File: config.mk
export PLATFORM = sky130hd
export DESIGN_NAME = bus_port
export DESIGN_NICKNAME = d
export VERILOG_FILES = /design/src/hdl/bus_port_pkg.sv /design/src/hdl/bus_port.sv
export SDC_FILE = /design/constraint.sdc
export NUM_CORES = 1
export LEC_CHECK = 0
export ABC_AREA = 1
export BUFFER_PORTS_ARGS = -buffer_cell sky130_fd_sc_hd__buf_2
export CELL_PAD_IN_SITES_DETAIL_PLACEMENT = 1
export CELL_PAD_IN_SITES_GLOBAL_PLACEMENT = 1
export CORE_ASPECT_RATIO = 0.6
export CORE_MARGIN = 8
export CORE_UTILIZATION = 40
export CTS_CLUSTER_DIAMETER = 50
export DETAILED_ROUTE_END_ITERATION = 6
export PLACE_DENSITY_LB_ADDON = 0.1
export SYNTH_ARGS = -nofsm -noshare
export SYNTH_HDL_FRONTEND = slang
export SYNTH_SLANG_ARGS = --single-unit
File: constraint.sdc
create_clock -name i_core_clk -period 1.7 [get_ports i_core_clk]
set_input_delay 0.34 -clock i_core_clk [delete_from_list [all_inputs] [get_ports i_core_clk]]
set_output_delay 0.34 -clock i_core_clk [all_outputs]
set_load 0.05 [all_outputs]
File: src/hdl/bus_port_pkg.sv
// types and constants for the system bus slave/master handshake block
// assumes one core clock; every bus pin arrives asynchronous to it
`default_nettype none
package bus_port_pkg;
    // ************************************************
    // timing counts, in bus clock edges
    // ************************************************
    localparam logic [2:0] READY_LOW_BCLKS = 3'h4;
    localparam logic [2:0] PIPE_SAMPLE_HALVES = 3'h5;
    localparam logic [2:0] CNT_ZERO = 3'h0;
    localparam logic [2:0] CNT_ONE = 3'h1;
    // ************************************************
    // transfer size status encodings
    // ************************************************
    localparam logic [1:0] SIZE_8 = 2'h0;
    localparam logic [1:0] SIZE_16 = 2'h1;
    localparam logic [1:0] SIZE_32 = 2'h2;
    localparam logic [1:0] SIZE_IDLE = 2'h3;
    // ************************************************
    // register window decode and reset values
    // ************************************************
    localparam logic [13:0] REG_BASE = 14'h0000;
    localparam logic [13:0] REG_MASK = 14'h3fc0;
    localparam logic [7:0] DATA_ZERO = 8'h00;
    localparam logic [13:0] ADDR_ZERO = 14'h0000;
    localparam logic [2:0] BE_NONE = 3'h7;

    typedef enum logic [1:0] {MK_HOST, MK_EISA, MK_ISA, MK_DMA} master_kind_t;
    typedef enum logic [1:0] {S_IDLE, S_ARMED, S_ACTIVE} slave_state_t;
    typedef enum logic [1:0] {M_IDLE, M_WAIT, M_RUN, M_DRAIN} master_state_t;

    // bus pins, as seen after synchronising
    typedef struct packed {
        logic bclk;
        logic cmd_n;
        logic strobe;
        logic int_ack_status_n;
        logic ready;
        logic mem_io;
        logic wr_rd;
        logic [2:0] be_n;
        logic [13:0] addr;
        logic [7:0] data;
    } pins_t;

    // inputs from the dma controller and arbiter core
    typedef struct packed {
        master_kind_t master;
        logic isa_long_cmd;
        logic dma_owns;
        logic refresh;
        logic [1:0] size;
        logic page_break;
        logic xfer_end;
        logic [7:0] rd_data;
    } core_in_t;
endpackage
`default_nettype wire

File: src/hdl/bus_port.sv
// slave handshake, slave select, data bus and dma master ready sampling
// assumes bus pins asynchronous to i_core_clk; tri-state resolved outside
// How it works
// - ready driven only during own slave cycle
// - isa long command: ready low from T2
// - never low for host or eisa master
// - low four bus clocks, then high
// - driver on at T2, off at command end
// - sample ready 2.5 clocks after non-idle
// - page break or end stops pipelining
// - sample ready each rising edge until idle
// - pipelined: sample until ready once more
// - reset floats ready pin
// - data driven on read or ack select
// - data input on writes, unused as master
// - reset floats data bus
// - select asserts at T2, never before
// - select released by command going inactive
// - select asserted on every interrupt acknowledge unless dma is master
// - select inactive high on reset, always driven
// - address enable low for dma or refresh
// - address enable inactive on reset
// - size status codes, both high idle
// - ack status low at T2 marks acknowledge
`default_nettype none
module bus_port (
    // clock and reset
    input wire logic i_core_clk,
    input wire logic i_srst,
    // bus pins
    input wire bus_port_pkg::pins_t i_pins,
    // core side
    input wire bus_port_pkg::core_in_t i_core,
    // ready handshake pin
    output logic o_ready_handshake_out,
    output logic o_ready_handshake_oe,
    // slave select and data pins
    output logic o_slave_select_out_n,
    output logic [7:0] o_data_out,
    output logic o_data_oe,
    // master side pins
    output logic o_dma_owns_bus_n,
    output logic [1:0] o_transfer_size_status,
    // core side results
    output logic o_wr_strobe,
    output logic [7:0] o_wr_data,
    output logic [13:0] o_wr_addr,
    output logic o_pipelining,
    output logic o_dma_ready,
    output logic o_last_done
);
    import bus_port_pkg::*;

    typedef struct packed {
        pins_t s1;
        pins_t s2;
        logic bclk_prev;
        logic cmd_prev;
        logic strobe_prev;
        logic [13:0] lat_addr;
        logic lat_mem_io;
        logic lat_wr_rd;
        slave_state_t slv;
        logic hit;
        logic int_ack;
        logic [2:0] rdy_cnt;
        logic rdy_out;
        logic rdy_oe;
        logic sel_n;
        logic [7:0] dout;
        logic doe;
        logic wr_strobe;
        logic [7:0] wr_data;
        logic [13:0] wr_addr;
        logic aen_n;
        logic [1:0] size;
        master_state_t mst;
        logic [2:0] half_cnt;
        logic pipe;
        logic pipe_seen;
        logic dma_ready;
        logic last_done;
    } state_t;

    state_t st;
    state_t next_st;
    logic bclk_rise;
    logic bclk_fall;
    logic cmd_rise;

    // register window decode for an i/o cycle with any byte enabled
    function automatic logic reg_hit(input logic [13:0] a, input logic mio, input logic [2:0] be_n);
        reg_hit = !mio && ((a & REG_MASK) == REG_BASE) && (be_n != BE_NONE);
    endfunction

    // one more bus clock edge counted; both edge counters share it
    function automatic logic [2:0] bump(input logic [2:0] c);
        bump = c + CNT_ONE;
    endfunction

    // ************************************************
    // edges of the synchronised pins
    // ************************************************
    // only the second flop stage feeds edge detection
    assign bclk_rise = st.s2.bclk && !st.bclk_prev;
    assign bclk_fall = !st.s2.bclk && st.bclk_prev;
    assign cmd_rise = st.s2.cmd_n && !st.cmd_prev;

    // ************************************************
    // next state
    // ************************************************
    always_comb begin
        next_st = st;
        next_st.s1 = i_pins;
        next_st.s2 = st.s1;
        next_st.bclk_prev = st.s2.bclk;
        next_st.cmd_prev = st.s2.cmd_n;
        next_st.strobe_prev = st.s2.strobe;
        next_st.wr_strobe = 1'b0;
        next_st.dma_ready = 1'b0;
        next_st.last_done = 1'b0;
        // read data tracks the core every cycle, so it is valid on the first selected cycle
        next_st.dout = i_core.rd_data;
        next_st.aen_n = !(i_core.dma_owns || i_core.refresh);
        // trailing edge of the address strobe latches the cycle
        if (st.s2.strobe && !st.strobe_prev) begin
            next_st.lat_addr = st.s2.addr;
            next_st.lat_mem_io = st.s2.mem_io;
            next_st.lat_wr_rd = st.s2.wr_rd;
        end
        unique case (st.slv)
            S_IDLE: begin
                if (!st.s2.strobe && st.strobe_prev && i_core.master != MK_DMA) begin
                    next_st.slv = S_ARMED;
                end
            end
            S_ARMED: begin
                if (bclk_rise) begin
                    next_st.hit = reg_hit(st.lat_addr, st.lat_mem_io, st.s2.be_n);
                    next_st.int_ack = !st.s2.int_ack_status_n;
                    if (next_st.hit || next_st.int_ack) begin
                        next_st.slv = S_ACTIVE;
                        next_st.sel_n = 1'b0;
                        next_st.doe = next_st.int_ack || !st.lat_wr_rd;
                        // host and eisa masters end on their own timing
                        if (next_st.hit && !next_st.int_ack && i_core.master == MK_ISA
                            && i_core.isa_long_cmd) begin
                            next_st.rdy_oe = 1'b1;
                            next_st.rdy_out = 1'b0;
                            next_st.rdy_cnt = CNT_ZERO;
                        end
                    end else begin
                        next_st.slv = S_IDLE;
                    end
                end
            end
            S_ACTIVE: begin
                if (bclk_rise && !st.rdy_out) begin
                    next_st.rdy_cnt = bump(st.rdy_cnt);
                    if (bump(st.rdy_cnt) == READY_LOW_BCLKS) begin
                        next_st.rdy_out = 1'b1;
                    end
                end
                // release follows the command edge by the synchroniser delay
                if (cmd_rise) begin
                    next_st.slv = S_IDLE;
                    next_st.sel_n = 1'b1;
                    next_st.rdy_oe = 1'b0;
                    next_st.rdy_out = 1'b1;
                    next_st.doe = 1'b0;
                    if (st.hit && st.lat_wr_rd && !st.int_ack) begin
                        next_st.wr_strobe = 1'b1;
                        next_st.wr_data = st.s2.data;
                        next_st.wr_addr = st.lat_addr;
                    end
                end
            end
            default: next_st.slv = S_IDLE;
        endcase
        // ************************************************
        // dma master side
        // ************************************************
        if (bclk_fall) begin
            next_st.size = i_core.master == MK_DMA ? i_core.size : SIZE_IDLE;
        end
        if (bclk_rise && st.pipe && (i_core.page_break || i_core.xfer_end)) begin
            next_st.pipe = 1'b0;
        end
        unique case (st.mst)
            M_IDLE: begin
                next_st.pipe = 1'b0;
                next_st.pipe_seen = 1'b0;
                if (bclk_fall && st.size == SIZE_IDLE && next_st.size != SIZE_IDLE) begin
                    next_st.mst = M_WAIT;
                    next_st.half_cnt = CNT_ZERO;
                end
            end
            M_WAIT: begin
                if (bclk_rise || bclk_fall) begin
                    next_st.half_cnt = bump(st.half_cnt);
                    if (bump(st.half_cnt) == PIPE_SAMPLE_HALVES) begin
                        // a page break on the sample edge itself keeps pipelining off
                        next_st.pipe = st.s2.ready && !(i_core.page_break || i_core.xfer_end);
                        next_st.pipe_seen = next_st.pipe;
                        next_st.mst = M_RUN;
                    end
                end
            end
            M_RUN: begin
                if (bclk_rise) begin
                    if (st.size == SIZE_IDLE) begin
                        next_st.mst = st.pipe_seen ? M_DRAIN : M_IDLE;
                    end else begin
                        next_st.dma_ready = st.s2.ready;
                    end
                end
            end
            M_DRAIN: begin
                if (bclk_rise && st.s2.ready) begin
                    next_st.last_done = 1'b1;
                    next_st.mst = M_IDLE;
                end
            end
        endcase
    end

    // ************************************************
    // state register
    // ************************************************
    always_ff @(posedge i_core_clk) begin
        if (i_srst) begin
            st <= '0;
            st.slv <= S_IDLE;
            st.mst <= M_IDLE;
            st.rdy_out <= 1'b1;
            st.rdy_oe <= 1'b0;
            st.doe <= 1'b0;
            st.sel_n <= 1'b1;
            st.aen_n <= 1'b1;
            st.size <= SIZE_IDLE;
            st.s1.cmd_n <= 1'b1;
            st.s2.cmd_n <= 1'b1;
            st.cmd_prev <= 1'b1;
            st.s1.strobe <= 1'b1;
            st.s2.strobe <= 1'b1;
            st.strobe_prev <= 1'b1;
        end else begin
            st <= next_st;
        end
    end

    assign o_ready_handshake_out = st.rdy_out;
    assign o_ready_handshake_oe = st.rdy_oe;
    assign o_slave_select_out_n = st.sel_n;
    assign o_data_out = st.dout;
    assign o_data_oe = st.doe;
    assign o_dma_owns_bus_n = st.aen_n;
    assign o_transfer_size_status = st.size;
    assign o_wr_strobe = st.wr_strobe;
    assign o_wr_data = st.wr_data;
    assign o_wr_addr = st.wr_addr;
    assign o_pipelining = st.pipe;
    assign o_dma_ready = st.dma_ready;
    assign o_last_done = st.last_done;
endmodule
`default_nettype wire

==> metrics <==
largest area contributor in the netlist=dfxtp_1; crit end category=flop; DP HPWL=8.43 mm; Clock transition at path regs=approximately 0.06 ns; CP peak stage delay=between 0.3 and 0.4 ns; # Max-Cap Violations=0; register area share after synthesis=between 50% and 60%; # DRC=0; wire per inst=14.1 um; WP data arrival=1.83 ns; hold_sp=i_core[13]; asr flop ratio synth=0%; Final Max Tran Viols=0; Clock Power Share=between 40% and 50%; first-pass GRT wire length=20.2 mm; Routability Congestion=0.834; sequential cell fraction of total power=44.0%; largest net degree at the start of global routing=87; Final Skew=0.00844 ns; Comb pwr share=around 7.0%; final instance area=between 5000 and 6000 sq um; Overflow after GRT=0; CTS H-tree depth=4; Leak=~3 nW; worst hold path class=in2reg; Yosys warning count=0; initial antenna violation count=0; DR vias=3802; Setup TNS=0 ns; CP cell instances=inv_1 -> ha_1 -> inv_1 -> nor2_1 -> inv_1 -> nand2_1 -> nand3_1 -> o21ai_1 -> inv_1; Post-Syn Area=approximately 5000 sq um; Final min period=between 1.5 and 2 ns; CP max FO=4; Switch Pwr=~1.8 mW; Peak VDD IR=roughly 0.00073 V; Fmax achieved=roughly 660 MHz; reg2reg start=st[72]$_SDFF_PP0_; RSZ-0062 raised after global routing=false; post-synthesis cell type count=30; DRT iter0 DRCs=179; final WL=between 10 and 15 mm; Total Routing Usage GR=15.7%; DR vias/cell=~4.4; crit path kind=reg2reg; Ports=slightly above 90; placed instance area=~5300 sq um; DIE WIDTH=160 um; latest clock arrival within the worst-skew pair=~0.42 ns; Layout Nets=741; Placeable Area=around 12000 sq um; Sink Count=137; Pint=5.92 mW; Root Buffer=clkbuf_16; # rows=31; Critical R2R Capture=st[47]$_SDFFE_PP0P_; Hold Violations, Final=0; commonest non-fill, non-tap cell in the layout=nor2_1; TritonCTS Buffers=17; CP Launch Type=flop; Most common cell on crit path=inv_1; Seq cells post-synth=approximately 140; CTS Buffer Depth=2; Routed Antenna Nets=0; ANT cells=0; CP required=~2.0 ns; most frequent cells in the layout=nor2_1 (172), dfxtp_1 (137), inv_1 (100); CTS tree=yes; Yosys top cell area share=between 50% and 60%; final setup fails=0; Min-Delay Path Depth=2; Reg2Reg Setup Slack=about 0.17 ns; Multi-input gate area=around 1500 sq um; synth top area cells=dfxtp_1 (55%), nor2_1 (13%), inv_1 (7.6%); Initial Util=41.1%; Port-buffer cells=a little over 90; number of global-route vias before repair=around 4000; number of synthesized flops with an enable pin=0; proportion of layout cells with a drive suffix above 1=21.8%; # fillers=1484; switching share of power=23.2%; Least-Margin Pin Slew=between 0.3 and 0.4 ns; drt first pass iters=4; Most used DFF post-synth=dfxtp_1; relative slew slack=between 70 and 80%; P&R area growth vs syn=20.0%; Worst Reg-to-Reg Cells=9; status=finished, final reports clean; power density over cell area=1300 nW/um^2; Syn Nets=680; final cycle utilization of the critical path=about nine tenths; die area=about 16000 sq um; die span in y=slightly above 100 um; slowest library cell on the worst path=dfxtp_1; number of cells produced by synthesis=~620; hold endpoint=o_dma_owns_bus_n$_SDFF_PP1_; register area=~2700 sq um; mean area per synthesized cell=7.97 sq um
power groups by stage:
stage | Sequential [mW] | Clock, mW | Combinational [mW]
floorplan | 3.46 | 0 | 0.360
global placement | 3.46 | 0 | 0.513
detailed placement | 3.46 | 0 | 0.533
CTS | 3.40 | 3.88 | 0.541
global route | 3.41 | 4.01 | 0.611
finish | 3.40 | 3.78 | 0.537
state kept, by name, indices dropped and copies added (netlist names):
| signal | flops |
|---|---|
| st | 61 |
| o_dma_owns_bus_n | 1 |
| o_wr_addr | 14 |
| o_last_done | 1 |
| o_wr_strobe | 1 |
| o_data_out | 8 |
| o_transfer_size_status | 2 |
| o_pipelining | 1 |
| o_slave_select_out_n | 1 |
| next_st | 35 |
| o_ready_handshake_out | 1 |
| o_dma_ready | 1 |
| o_wr_data | 8 |
| o_data_oe | 1 |
| o_ready_handshake_oe | 1 |
critical path: cells and delay by family (launching register included):
kind	cells	cell delay, ns
buffers and inverters	4	0.32
AO/OA/AOI/OAI	1	0.16
flip-flops	1	0.35
AND/OR/NAND/NOR	3	0.36
adder cells (fa/ha/maj)	1	0.23
kinds of logic after synthesis:
kind of cell	Yosys count	synth area share (%)
simple gates	250	20.5
flops	137	55.3
fa+ha+maj	6	1.51
buf+inv	158	15.1
compound gates	71	7.46
xor+xnor	1	0.177
metal layers:
| layer | routed length [um] | vias to the layer above | GRT usage, % |
|---|---|---|---|
| met5 | 0 | - | 0 |
| met4 | 179 | 0 | 6.57 |
| met3 | 627 | 13 | 5.63 |
| met1 | 6060 | 1751 | 18.8 |
| met2 | 5330 | 81 | 25.5 |
| li1 | - | 1957 | - |
cell type report:
cell class / count / area share [%]
multi-input combinational: 328 / 25.0
clock buffer: 20 / 7.83
inverter: 105 / 6.64
timing repair buffer: 95 / 8.57
sequential: 137 / 46.0
clock inverter: 12 / 2.48
tap: 165 / 3.47
how the worst max path moves through the flow:
| stage | endpoint | slack, ns | startpoint |
|---|---|---|---|
| floorplan | st[7]$_SDFFE_PP0P_ | 0.43 | st[4]$_SDFFE_PP0P_ |
| finish | st[47]$_SDFFE_PP0P_ | 0.17 | st[72]$_SDFF_PP0_ |
| CTS | st[8]$_SDFFE_PP0P_ | 0.11 | next_st[72]$_SDFF_PP0_ |
| global route | st[47]$_SDFFE_PP0P_ | 0.0005 | st[68]$_SDFFE_PP0P_ |
| detailed placement | st[8]$_SDFFE_PP0P_ | 0.16 | next_st[72]$_SDFF_PP0_ |
| global placement | st[5]$_SDFFE_PP0P_ | 0.30 | next_st[72]$_SDFF_PP0_ |
through the flow:
stage | std cells | worst slack, ns | power (mW) | utilization, % | hold slack (ns)
floorplan | 623 | 0.425 | 3.82 | - | 0.388
global placement | 830 | 0.302 | 3.97 | 44.2 | 0.391
detailed placement | 830 | 0.158 | 4.00 | 44.2 | 0.395
CTS | 862 | 0.113 | 7.81 | 49.3 | 0.0929
global route | 862 | 0.000456 | 8.03 | 49.4 | 0.109
finish | 862 | 0.173 | 7.72 | 49.4 | 0.107
cells in the mapped netlist, types with 5 or more instances:
| master | number |
|---|---|
| a21oi_1 | 18 |
| buf_2 | 8 |
| buf_4 | 32 |
| clkbuf_1 | 10 |
| dfxtp_1 | 137 |
| ha_1 | 6 |
| inv_1 | 100 |
| nand2_1 | 44 |
| nand2_2 | 6 |
| nand3_1 | 11 |
| nor2_1 | 173 |
| o21ai_0 | 30 |
| o21ai_1 | 16 |
| or2_2 | 5 |
timing repair:
item	in CTS	in global routing
setup buffers	0	0
hold buffers	0	0
setup endpoints to repair	0	5
resized for setup	0	3
No activity file was read; power rests on OpenSTA's default activity.
